<file path="src/shared/mbs_consts.vh">
// Overview of operation
// - io write buffer holds four 64-byte entries with address and control.
// - barrier_bus_cmd_enable picks bus barrier command or internal commit tracking.
// - with enable clear, each counted system command bumps uncommitted_txn_count.
// - a probe or data-control command with commit_flag decrements the count.
// - count at 15 stops miss address file and io write buffer processing.
// - probes keep being handled whatever the count, even saturated.
// - full barrier stalls in map stage, holding younger instructions until done.
// - bus disabled: after issue queue empties, flush, mark probe on one-to-zero step.
// - full barrier ends with queues empty and marked probe response sent.
// - bus enabled: flush, send barrier command, await acknowledge, mark youngest probe.
// - write barrier waits ready, then stalls writeable pointer, notifies, closes merge.
// - write barrier, bus disabled: stall, mark on one-to-zero, done on probe response.
// - write barrier, bus enabled: command, done response, acknowledge, mark, probe response.
// - queuing the data tlb entry move sets scoreboard bits 4 and 0.
// - issuing that move starts barrier; bit 0 stays set until barrier completes.
// - instruction tlb fill stalls fetch until probe queue drains; restart prefetch after.
// - clearing tlb_fill_barrier_enable skips barriers in tlb fills, uniprocessor only.
`ifndef MBS_CONSTS_VH
`define MBS_CONSTS_VH
`define MBS_OFF_CTRL 12'h000
`define MBS_OFF_STATUS 12'h004
`define MBS_CTRL_BUS_EN 0
`define MBS_CTRL_TLB_EN 1
`define MBS_CTRL_RESET 32'h0000_0002
`define MBS_ST_CNT_LSB 0
`define MBS_ST_STATE_LSB 4
`define MBS_ST_IO_WRITE_BUFFER_LSB 8
`define MBS_ST_SATURATED 11
`define MBS_ST_SB0 12
`define MBS_ST_SB4 13
`define MBS_ST_FETCH_STALL 14
`define MBS_CNT_MAX 4'hF
`define MBS_IO_WRITE_BUFFER_ENTRIES 4
`define MBS_IO_WRITE_BUFFER_DATA_W 512
`define MBS_ADDR_W 40
`endif

</file>
<file path="src/rtl/mbs_barrier_seq.v">
// The address map and the APB register port are this design's own decisions.
`timescale 1ns/1ps
`include "mbs_consts.vh"
module mbs_barrier_seq
(
  input wire ref_clk,
  input wire rst,
  input wire [11:0] paddr,
  input wire psel,
  input wire penable,
  input wire pwrite,
  input wire [31:0] pwdata,
  output reg [31:0] prdata,
  output wire pready,
  output wire pslverr,
  input wire txn_issue,
  input wire probe_cmd_valid,
  input wire probe_commit_flag,
  input wire system_data_control_cmd_cmd_valid,
  input wire system_data_control_cmd_commit_flag,
  input wire barrier_done_response,
  output reg barrier_cmd_valid,
  output reg barrier_ack,
  input wire full_barrier_fetch,
  input wire issue_queue_empty,
  input wire maf_pending,
  input wire maf_dstream_refs,
  input wire store_queue_empty,
  input wire load_queue_empty,
  input wire write_barrier_ready,
  input wire marked_probe_resp_sent,
  input wire probe_queue_empty,
  input wire dtlb_move_queued,
  input wire dtlb_move_issued,
  input wire itlb_move_queued,
  input wire itlb_move_issued,
  input wire pte_load_done,
  output wire map_stall,
  output wire maf_stall,
  output reg maf_flush,
  output reg mark_youngest_probe,
  output reg writeable_ptr_stall,
  output reg merge_close,
  output reg barrier_complete,
  output reg scoreboard_bit0,
  output reg scoreboard_bit4,
  output reg fetch_stall,
  output reg prefetch_restart,
  input wire io_write_buffer_push_valid,
  output wire io_write_buffer_push_ready,
  input wire [`MBS_ADDR_W-1:0] io_write_buffer_push_addr,
  input wire [`MBS_IO_WRITE_BUFFER_DATA_W-1:0] io_write_buffer_push_data,
  output wire io_write_buffer_drain_valid,
  input wire io_write_buffer_drain_ready,
  output wire [`MBS_ADDR_W-1:0] io_write_buffer_drain_addr,
  output wire [`MBS_IO_WRITE_BUFFER_DATA_W-1:0] io_write_buffer_drain_data
);
  localparam [3:0] ST_IDLE = 4'h0;
  localparam [3:0] ST_WAIT_IQ = 4'h1;
  localparam [3:0] ST_FLUSH = 4'h2;
  localparam [3:0] ST_SEND_CMD = 4'h3;
  localparam [3:0] ST_WAIT_ACK = 4'h4;
  localparam [3:0] ST_WAIT_ZERO = 4'h5;
  localparam [3:0] ST_WAIT_DRAIN = 4'h6;
  localparam [3:0] ST_WAIT_PROBE = 4'h7;

  reg [31:0] ctrl;
  reg [3:0] uncommitted_txn_count;
  reg [3:0] state;
  reg is_write_barrier;
  reg is_full_barrier;
  reg is_itlb;
  reg pend_full;
  reg pend_wb;
  reg pend_dtlb;
  reg pend_itlb;
  reg [3:0] next_count;
  reg [3:0] next_state;
  reg step_to_zero;
  wire barrier_bus_cmd_enable;
  wire tlb_fill_barrier_enable;
  wire saturated;
  wire [2:0] io_write_buffer_count;
  wire io_write_buffer_empty;
  wire [1:0] commit_events;
  wire apb_wr;
  wire hit_ctrl;
  wire hit_status;
  wire queues_empty;
  wire start_any;

  assign barrier_bus_cmd_enable = ctrl[`MBS_CTRL_BUS_EN];
  assign tlb_fill_barrier_enable = ctrl[`MBS_CTRL_TLB_EN];

  // zero-wait slave: every access completes in its first access cycle
  assign pready = 1'b1;
  assign hit_ctrl = (paddr == `MBS_OFF_CTRL);
  assign hit_status = (paddr == `MBS_OFF_STATUS);
  assign pslverr = psel && penable && !hit_ctrl && !hit_status;
  assign apb_wr = psel && penable && pwrite;

  always @(posedge ref_clk)
  begin
    if (rst)
      ctrl <= `MBS_CTRL_RESET;
    else if (apb_wr && hit_ctrl)
      ctrl <= {30'h0, pwdata[1:0]};
  end

  always @*
  begin
    prdata = 32'h0000_0000;
    if (hit_ctrl)
      prdata = ctrl;
    else if (hit_status)
    begin
      prdata[`MBS_ST_CNT_LSB+3:`MBS_ST_CNT_LSB] = uncommitted_txn_count;
      prdata[`MBS_ST_STATE_LSB+3:`MBS_ST_STATE_LSB] = state;
      prdata[`MBS_ST_IO_WRITE_BUFFER_LSB+2:`MBS_ST_IO_WRITE_BUFFER_LSB] = io_write_buffer_count;
      prdata[`MBS_ST_SATURATED] = saturated;
      prdata[`MBS_ST_SB0] = scoreboard_bit0;
      prdata[`MBS_ST_SB4] = scoreboard_bit4;
      prdata[`MBS_ST_FETCH_STALL] = fetch_stall;
    end
  end

  // probe commits are always counted, saturated or not
  assign commit_events = {1'b0, probe_cmd_valid && probe_commit_flag}
    + {1'b0, system_data_control_cmd_cmd_valid && system_data_control_cmd_commit_flag};

  always @*
  begin
    next_count = uncommitted_txn_count;
    if (txn_issue && !barrier_bus_cmd_enable && uncommitted_txn_count != `MBS_CNT_MAX)
      next_count = next_count + 4'h1;
    if (next_count >= {2'h0, commit_events})
      next_count = next_count - {2'h0, commit_events};
    else
      next_count = 4'h0;
    step_to_zero = (uncommitted_txn_count == 4'h1) && (next_count == 4'h0);
  end

  always @(posedge ref_clk)
  begin
    if (rst)
      uncommitted_txn_count <= 4'h0;
    else
      uncommitted_txn_count <= next_count;
  end

  assign saturated = (uncommitted_txn_count == `MBS_CNT_MAX);
  // write barrier keeps the miss file and write buffer still until satisfied
  assign maf_stall = saturated || (is_write_barrier && state != ST_IDLE);
  assign map_stall = is_full_barrier && state != ST_IDLE;
  assign queues_empty = !maf_dstream_refs && store_queue_empty && load_queue_empty && io_write_buffer_empty;
  assign start_any = (state == ST_IDLE) && (pend_dtlb || pend_itlb || pend_full || pend_wb);

  always @*
  begin
    next_state = state;
    case (state)
      ST_IDLE:
        if (pend_dtlb || pend_itlb)
          next_state = ST_FLUSH;
        else if (pend_full)
          next_state = ST_WAIT_IQ;
        else if (pend_wb)
          next_state = barrier_bus_cmd_enable ? ST_SEND_CMD : ST_WAIT_ZERO;
      ST_WAIT_IQ:
        if (issue_queue_empty)
          next_state = ST_FLUSH;
      ST_FLUSH:
        if (!maf_pending && io_write_buffer_empty)
          next_state = barrier_bus_cmd_enable ? ST_SEND_CMD : ST_WAIT_ZERO;
      ST_SEND_CMD:
        next_state = ST_WAIT_ACK;
      ST_WAIT_ACK:
        if (barrier_done_response)
          next_state = is_write_barrier ? ST_WAIT_PROBE : ST_WAIT_DRAIN;
      ST_WAIT_ZERO:
        if (step_to_zero || uncommitted_txn_count == 4'h0)
          next_state = is_write_barrier ? ST_WAIT_PROBE : ST_WAIT_DRAIN;
      ST_WAIT_DRAIN:
        if (queues_empty)
          next_state = ST_WAIT_PROBE;
      ST_WAIT_PROBE:
        if (marked_probe_resp_sent)
          next_state = ST_IDLE;
      default:
        next_state = ST_IDLE;
    endcase
  end

  always @(posedge ref_clk)
  begin
    if (rst)
    begin
      state <= ST_IDLE;
      is_write_barrier <= 1'b0;
      is_full_barrier <= 1'b0;
      is_itlb <= 1'b0;
      pend_full <= 1'b0;
      pend_wb <= 1'b0;
      pend_dtlb <= 1'b0;
      pend_itlb <= 1'b0;
      barrier_cmd_valid <= 1'b0;
      barrier_ack <= 1'b0;
      mark_youngest_probe <= 1'b0;
      maf_flush <= 1'b0;
      writeable_ptr_stall <= 1'b0;
      merge_close <= 1'b0;
      barrier_complete <= 1'b0;
      prefetch_restart <= 1'b0;
    end
    else
    begin
      state <= next_state;
      // a new request in the start cycle stays pending: set wins
      pend_full <= (pend_full && !(start_any && !pend_dtlb && !pend_itlb))
        || full_barrier_fetch;
      pend_wb <= (pend_wb && !(start_any && !pend_dtlb && !pend_itlb && !pend_full))
        || write_barrier_ready;
      pend_dtlb <= (pend_dtlb && !start_any)
        || (dtlb_move_issued && tlb_fill_barrier_enable);
      pend_itlb <= (pend_itlb && !(start_any && !pend_dtlb))
        || (itlb_move_issued && tlb_fill_barrier_enable);
      if (start_any)
      begin
        is_write_barrier <= !pend_dtlb && !pend_itlb && !pend_full;
        is_full_barrier <= !pend_dtlb && !pend_itlb && pend_full;
        is_itlb <= !pend_dtlb && pend_itlb;
      end
      else if (state != ST_IDLE && next_state == ST_IDLE)
      begin
        is_write_barrier <= 1'b0;
        is_full_barrier <= 1'b0;
        is_itlb <= 1'b0;
      end
      barrier_cmd_valid <= (next_state == ST_SEND_CMD);
      barrier_ack <= (state == ST_WAIT_ACK) && barrier_done_response && is_write_barrier;
      mark_youngest_probe <= ((state == ST_WAIT_ACK) && barrier_done_response)
        || ((state == ST_WAIT_ZERO) && (next_state != ST_WAIT_ZERO));
      maf_flush <= (next_state == ST_FLUSH);
      // writeable pointer held until the write barrier is satisfied
      if (start_any && !pend_dtlb && !pend_itlb && !pend_full)
        writeable_ptr_stall <= 1'b1;
      else if (state == ST_WAIT_PROBE && marked_probe_resp_sent)
        writeable_ptr_stall <= 1'b0;
      merge_close <= start_any && !pend_dtlb && !pend_itlb;
      barrier_complete <= (state == ST_WAIT_PROBE) && marked_probe_resp_sent;
      prefetch_restart <= (state == ST_WAIT_PROBE) && marked_probe_resp_sent && is_itlb;
    end
  end

  // scoreboard bits; bit 4 is released once the move issues
  always @(posedge ref_clk)
  begin
    if (rst)
    begin
      scoreboard_bit0 <= 1'b0;
      scoreboard_bit4 <= 1'b0;
      fetch_stall <= 1'b0;
    end
    else
    begin
      if (dtlb_move_queued || itlb_move_queued)
        scoreboard_bit4 <= 1'b1;
      else if (dtlb_move_issued || itlb_move_issued)
        scoreboard_bit4 <= 1'b0;
      if (dtlb_move_queued || itlb_move_queued)
        scoreboard_bit0 <= 1'b1;
      else if ((dtlb_move_issued || itlb_move_issued) && !tlb_fill_barrier_enable)
        scoreboard_bit0 <= 1'b0;
      else if (state == ST_WAIT_PROBE && marked_probe_resp_sent && !is_write_barrier
        && !is_full_barrier)
        scoreboard_bit0 <= 1'b0;
      if (pte_load_done && tlb_fill_barrier_enable)
        fetch_stall <= 1'b1;
      else if (probe_queue_empty)
        fetch_stall <= 1'b0;
    end
  end

  mbs_io_write_buffer u_io_write_buffer
  (
    .ref_clk(ref_clk),
    .rst(rst),
    .push_valid(io_write_buffer_push_valid),
    .push_ready(io_write_buffer_push_ready),
    .push_addr(io_write_buffer_push_addr),
    .push_data(io_write_buffer_push_data),
    .merge_close(merge_close || maf_flush),
    .hold(maf_stall),
    .drain_valid(io_write_buffer_drain_valid),
    .drain_ready(io_write_buffer_drain_ready),
    .drain_addr(io_write_buffer_drain_addr),
    .drain_data(io_write_buffer_drain_data),
    .entry_count(io_write_buffer_count),
    .empty(io_write_buffer_empty)
  );
endmodule

</file>
<file path="src/rtl/mbs_io_write_buffer.v">
`timescale 1ns/1ps
`include "mbs_consts.vh"
module mbs_io_write_buffer
(
  input wire ref_clk,
  input wire rst,
  input wire push_valid,
  output wire push_ready,
  input wire [`MBS_ADDR_W-1:0] push_addr,
  input wire [`MBS_IO_WRITE_BUFFER_DATA_W-1:0] push_data,
  input wire merge_close,
  input wire hold,
  output wire drain_valid,
  input wire drain_ready,
  output reg [`MBS_ADDR_W-1:0] drain_addr,
  output reg [`MBS_IO_WRITE_BUFFER_DATA_W-1:0] drain_data,
  output reg [2:0] entry_count,
  output wire empty
);
  reg [`MBS_IO_WRITE_BUFFER_DATA_W-1:0] data_mem [0:`MBS_IO_WRITE_BUFFER_ENTRIES-1];
  reg [`MBS_ADDR_W-1:0] addr_mem [0:`MBS_IO_WRITE_BUFFER_ENTRIES-1];
  reg [1:0] wr_ptr;
  reg [1:0] rd_ptr;
  reg merge_closed;
  wire do_push;
  wire do_pop;
  wire head_ready;
  wire [1:0] next_rd_ptr;

  assign push_ready = (entry_count != 3'h4);
  assign do_push = push_valid && push_ready;
  // newest entry stays open for merging until closed or followed
  assign head_ready = (entry_count > 3'h1) || ((entry_count == 3'h1) && merge_closed);
  assign drain_valid = head_ready && !hold;
  assign do_pop = drain_valid && drain_ready;
  assign empty = (entry_count == 3'h0);
  assign next_rd_ptr = do_pop ? rd_ptr + 2'h1 : rd_ptr;

  always @(posedge ref_clk)
  begin
    if (do_push)
    begin
      data_mem[wr_ptr] <= push_data;
      addr_mem[wr_ptr] <= push_addr;
    end
  end

  always @(posedge ref_clk)
  begin
    if (rst)
    begin
      wr_ptr <= 2'h0;
      rd_ptr <= 2'h0;
      entry_count <= 3'h0;
      merge_closed <= 1'b0;
      drain_addr <= {`MBS_ADDR_W{1'b0}};
      drain_data <= {`MBS_IO_WRITE_BUFFER_DATA_W{1'b0}};
    end
    else
    begin
      if (do_push)
        wr_ptr <= wr_ptr + 2'h1;
      rd_ptr <= next_rd_ptr;
      entry_count <= entry_count + {2'h0, do_push} - {2'h0, do_pop};
      // close wins over a simultaneous push reopening
      if (merge_close)
        merge_closed <= 1'b1;
      else if (do_push)
        merge_closed <= 1'b0;
      // data for the head is registered one cycle ahead of its use
      drain_addr <= addr_mem[next_rd_ptr];
      drain_data <= data_mem[next_rd_ptr];
    end
  end
endmodule

</file>
<file path="config.mk">
export PLATFORM = sky130hd
export DESIGN_NAME = mbs_barrier_seq
export DESIGN_NICKNAME = d
export VERILOG_FILES = /design/src/rtl/mbs_barrier_seq.v /design/src/rtl/mbs_io_write_buffer.v
export VERILOG_INCLUDE_DIRS = /design/src /design/src/shared
export SDC_FILE = /design/constraint.sdc
export NUM_CORES = 2
export LEC_CHECK = 0
export BUFFER_PORTS_ARGS = -buffer_cell sky130_fd_sc_hd__buf_4
export CORE_MARGIN = 8
export CORE_UTILIZATION = 33
export DETAILED_ROUTE_END_ITERATION = 8
export PLACE_DENSITY = 0.59
export SLEW_MARGIN = 15
export SYNTH_ARGS = -nofsm -noshare
export SYNTH_HDL_FRONTEND = slang
export SYNTH_SLANG_ARGS = --single-unit
</file>
<file path="constraint.sdc">
create_clock -name ref_clk -period 15.4 [get_ports ref_clk]
set_input_delay 2.31 -clock ref_clk [delete_from_list [all_inputs] [get_ports ref_clk]]
set_output_delay 2.31 -clock ref_clk [all_outputs]
set_load 0.01 [all_outputs]
</file>
==> results.cfg <==
[power]
irDropWorstVdd_v = 0.000158
pwr-share-clk_pct = 31.5
netSwitchingFraction_pct = 29.2
p_sw_mw = 6.38
pwr-share-seq_pct = 45.2
p_int_mw = 15.5
powerDensity_nw_per_um2 = 182
pwr-share-comb_pct = 23.3
p_leak_nw = 48.8

[cells_and_area]
synthToLayoutAreaGrowth_pct = 23.4
drive_above_1_share_pct = 30.4
final_nets = 6890
post-route-util_pct = 40.9
stdcell_area_um2 = 120000

[clocking]
clkSinkCount = 2796
h-tree-depth = 5
numCtsBuffers = 296
cts_setup_buffers = 0
holdBufCountCts = 0
cts.clk_slew.worst_paths_ns = 0.06
cts_resized = 0
clock_latency_ns = 0.85
cts_tree = yes
cts-root-buf = clkbuf_16
clockBufferDepth = 4

[placed_design]
placed_cell_area_um2 = 110000
io_buffers = 1175
hpwl_mm = 168
gp_congestion = 0.844

[route]
drc = 0
firstDrtPassIters = 7
drtAntennaViolNets = 0
routedWlPerCell_um = 24.7
dr_total_vias = 49200
vias_per_cell = 4.71
routed_wl_mm = 258
first_iter_violations = 3293

[global_routing]
grt_pass1_wl_mm = 360
antenna_found_initial = 69
overflow = 0
grt_util_all_layers_pct = 15.6
grt_max_degree = 129
grt_pass1_vias = 50365

[die]
die_width_um = 559
die-area_um2 = 313000
core_area_um2 = 294000
die_h_um = 559
initial_core_util_pct = 33.1
ios = 1224
core.rowCount = 199

[sta]
hold_viol = 0
maxSlewViolCount = 0
fin_crit_sh_pct = 39.6
fmax_mhz = 164
setup_tns_ns = 0
period_needed_ns = 6.10
finalClockSkew_ns = 0.0437
setup_viol = 0
rsz0062_at_grt = false
worstMarginPinSlew_ns = 1.08
maxSlewHeadroom_pct = 27.7

[synth]
synth_common_cells = 2208 x edfxtp_1, 1112 x mux2i_1, 588 x dfxtp_1
syn_avg_cell_area_um2 = 19.6
yosys_most_used_dff = edfxtp_1
synth_edf_count = 2208
synth_most_common_cell = edfxtp_1
synth.top_cell.area_share_pct = 68.1
yosys.area.top_type = edfxtp_1
synth-seq-cells = 2796
synth-async-reset-ratio_pct = 0
yosysSeqAreaShare_pct = 80.2
yosys-top-cells-area = edfxtp_1 68%, dfxtp_1 12%, mux2i_1 11%, o22ai_2 3.6%, o22ai_1 1.8%
syn_area_um2 = 97300
yosysUniqueCellTypes = 60
syn_inst = 4960
synthesis.yosys.warnings = 0

[run]
drv_cap = 0

[worst_setup_path]
crit_chain = buf_4, nor4_1, nand2_1, nor4_2, buf_4, nor2b_1, buf_4
arrival_ns = 3.79
crit_top_cell = buf_4
cp_max_fo = 17
cp_slowest_cell = buf_4
cp_data_required_time_ns = 13.09
r2r_cells = 11
critPathLaunchType = primary input
cp-end-kind = output port
cpPeakStageDelay_ns = 0.34
crit_type = primary input to output port

[worst_hold_path]
hold_path.class = register to register
hold_depth = 2

[outcome]
status = complete, no violations
## metrics by stage
step | instances | hold WS, ns | setup slack [ns] | power (mW)
final | 10445 | 0.463 | 9.30 | 21.9
after CTS | 10418 | 0.470 | 9.28 | 22.2
after global placement | 9871 | 0.464 | 8.45 | 15.2
after detailed placement | 9871 | 0.460 | 8.37 | 15.2
after floorplan | 4977 | 0.430 | 6.01 | 13.0
after global routing | 10433 | 0.504 | 9.18 | 22.8
## worst max-delay path: cells and delay by family
kind	cells	cell delay, ns
and+or+nand+nor	4	0.82
buffers and inverters	3	0.66
## power groups by stage
| stage | Combinational (mW) | Sequential (mW) | Clock [mW] |
|---|---|---|---|
| CTS | 5.21 | 9.90 | 7.08 |
| global route | 5.44 | 9.96 | 7.36 |
| global placement | 5.15 | 10.0 | 0 |
| finish | 5.09 | 9.88 | 6.90 |
| detailed placement | 5.20 | 10.0 | 0 |
| floorplan | 2.68 | 10.3 | 0 |
## sequential cells by signal, indices dropped and copies added, names as in the netlist, 2 cells and up
| signal | cells |
|---|---|
| u_io_write_buffer.drain_addr | 40 |
| u_io_write_buffer.rd_ptr | 2 |
| u_io_write_buffer.wr_ptr | 2 |
| u_io_write_buffer.data_mem | 2048 |
| ctrl | 2 |
| u_io_write_buffer.drain_data | 512 |
| u_io_write_buffer.entry_count | 3 |
| u_io_write_buffer.addr_mem | 160 |
| state | 4 |
| uncommitted_txn_count | 4 |
## cell usage in the layout (no fill, tap or decap), types with 26 or more instances in the layout
master	count
buf_4	1245
clkbuf_1	87
clkbuf_16	300
clkbuf_8	36
clkinv_1	32
clkinv_2	42
dfxtp_1	588
diode_2	26
edfxtp_1	2208
mux2i_1	1112
o22ai_1	273
o22ai_2	279
## worst paths after layout
kind                                                                  start                                           to  slack [ns]
worst max-delay path                                               paddr[5]                                    prdata[1]        9.30
worst min-delay path                       writeable_ptr_stall$_SDFFE_PP0P_             writeable_ptr_stall$_SDFFE_PP0P_        0.46
worst max register to register  u_io_write_buffer.entry_count[1]$_SDFF_PP0_  u_io_write_buffer.drain_addr[23]$_SDFF_PP0_        9.65
worst min register to register             writeable_ptr_stall$_SDFFE_PP0P_             writeable_ptr_stall$_SDFFE_PP0P_        0.46
## final cells by class
class	instances	area [um^2]
multi-input combinational	1880	17800
inverter	23	86.3
fill	26247	174000
antenna	26	65.1
timing repair buffer	1254	9530
clock buffer	424	8340
clock inverter	123	1290
tap	3919	4900
sequential	2796	78100
## routing by layer
metal	vias up	wire [um]	GRT usage [%]
li1	22213	-	-
met1	24837	102000	18.5
met2	1629	122000	25.6
met3	449	25600	6.53
met4	72	8170	5.11
met5	-	448	0
## kinds of logic (layout without fill, tap and decap cells)
group	count (synthesis)	count (layout)	synth area share (%)
buf+inv	301	1824	1.63
other cells	2	45	0.00772
simple gates	122	122	0.722
compound gates	605	605	5.72
xor+xnor	6	6	0.0617
flops	2796	2796	80.2
mux	1112	1112	11.4
fa+ha+maj	16	16	0.221
(Power assumes the default switching activity.)
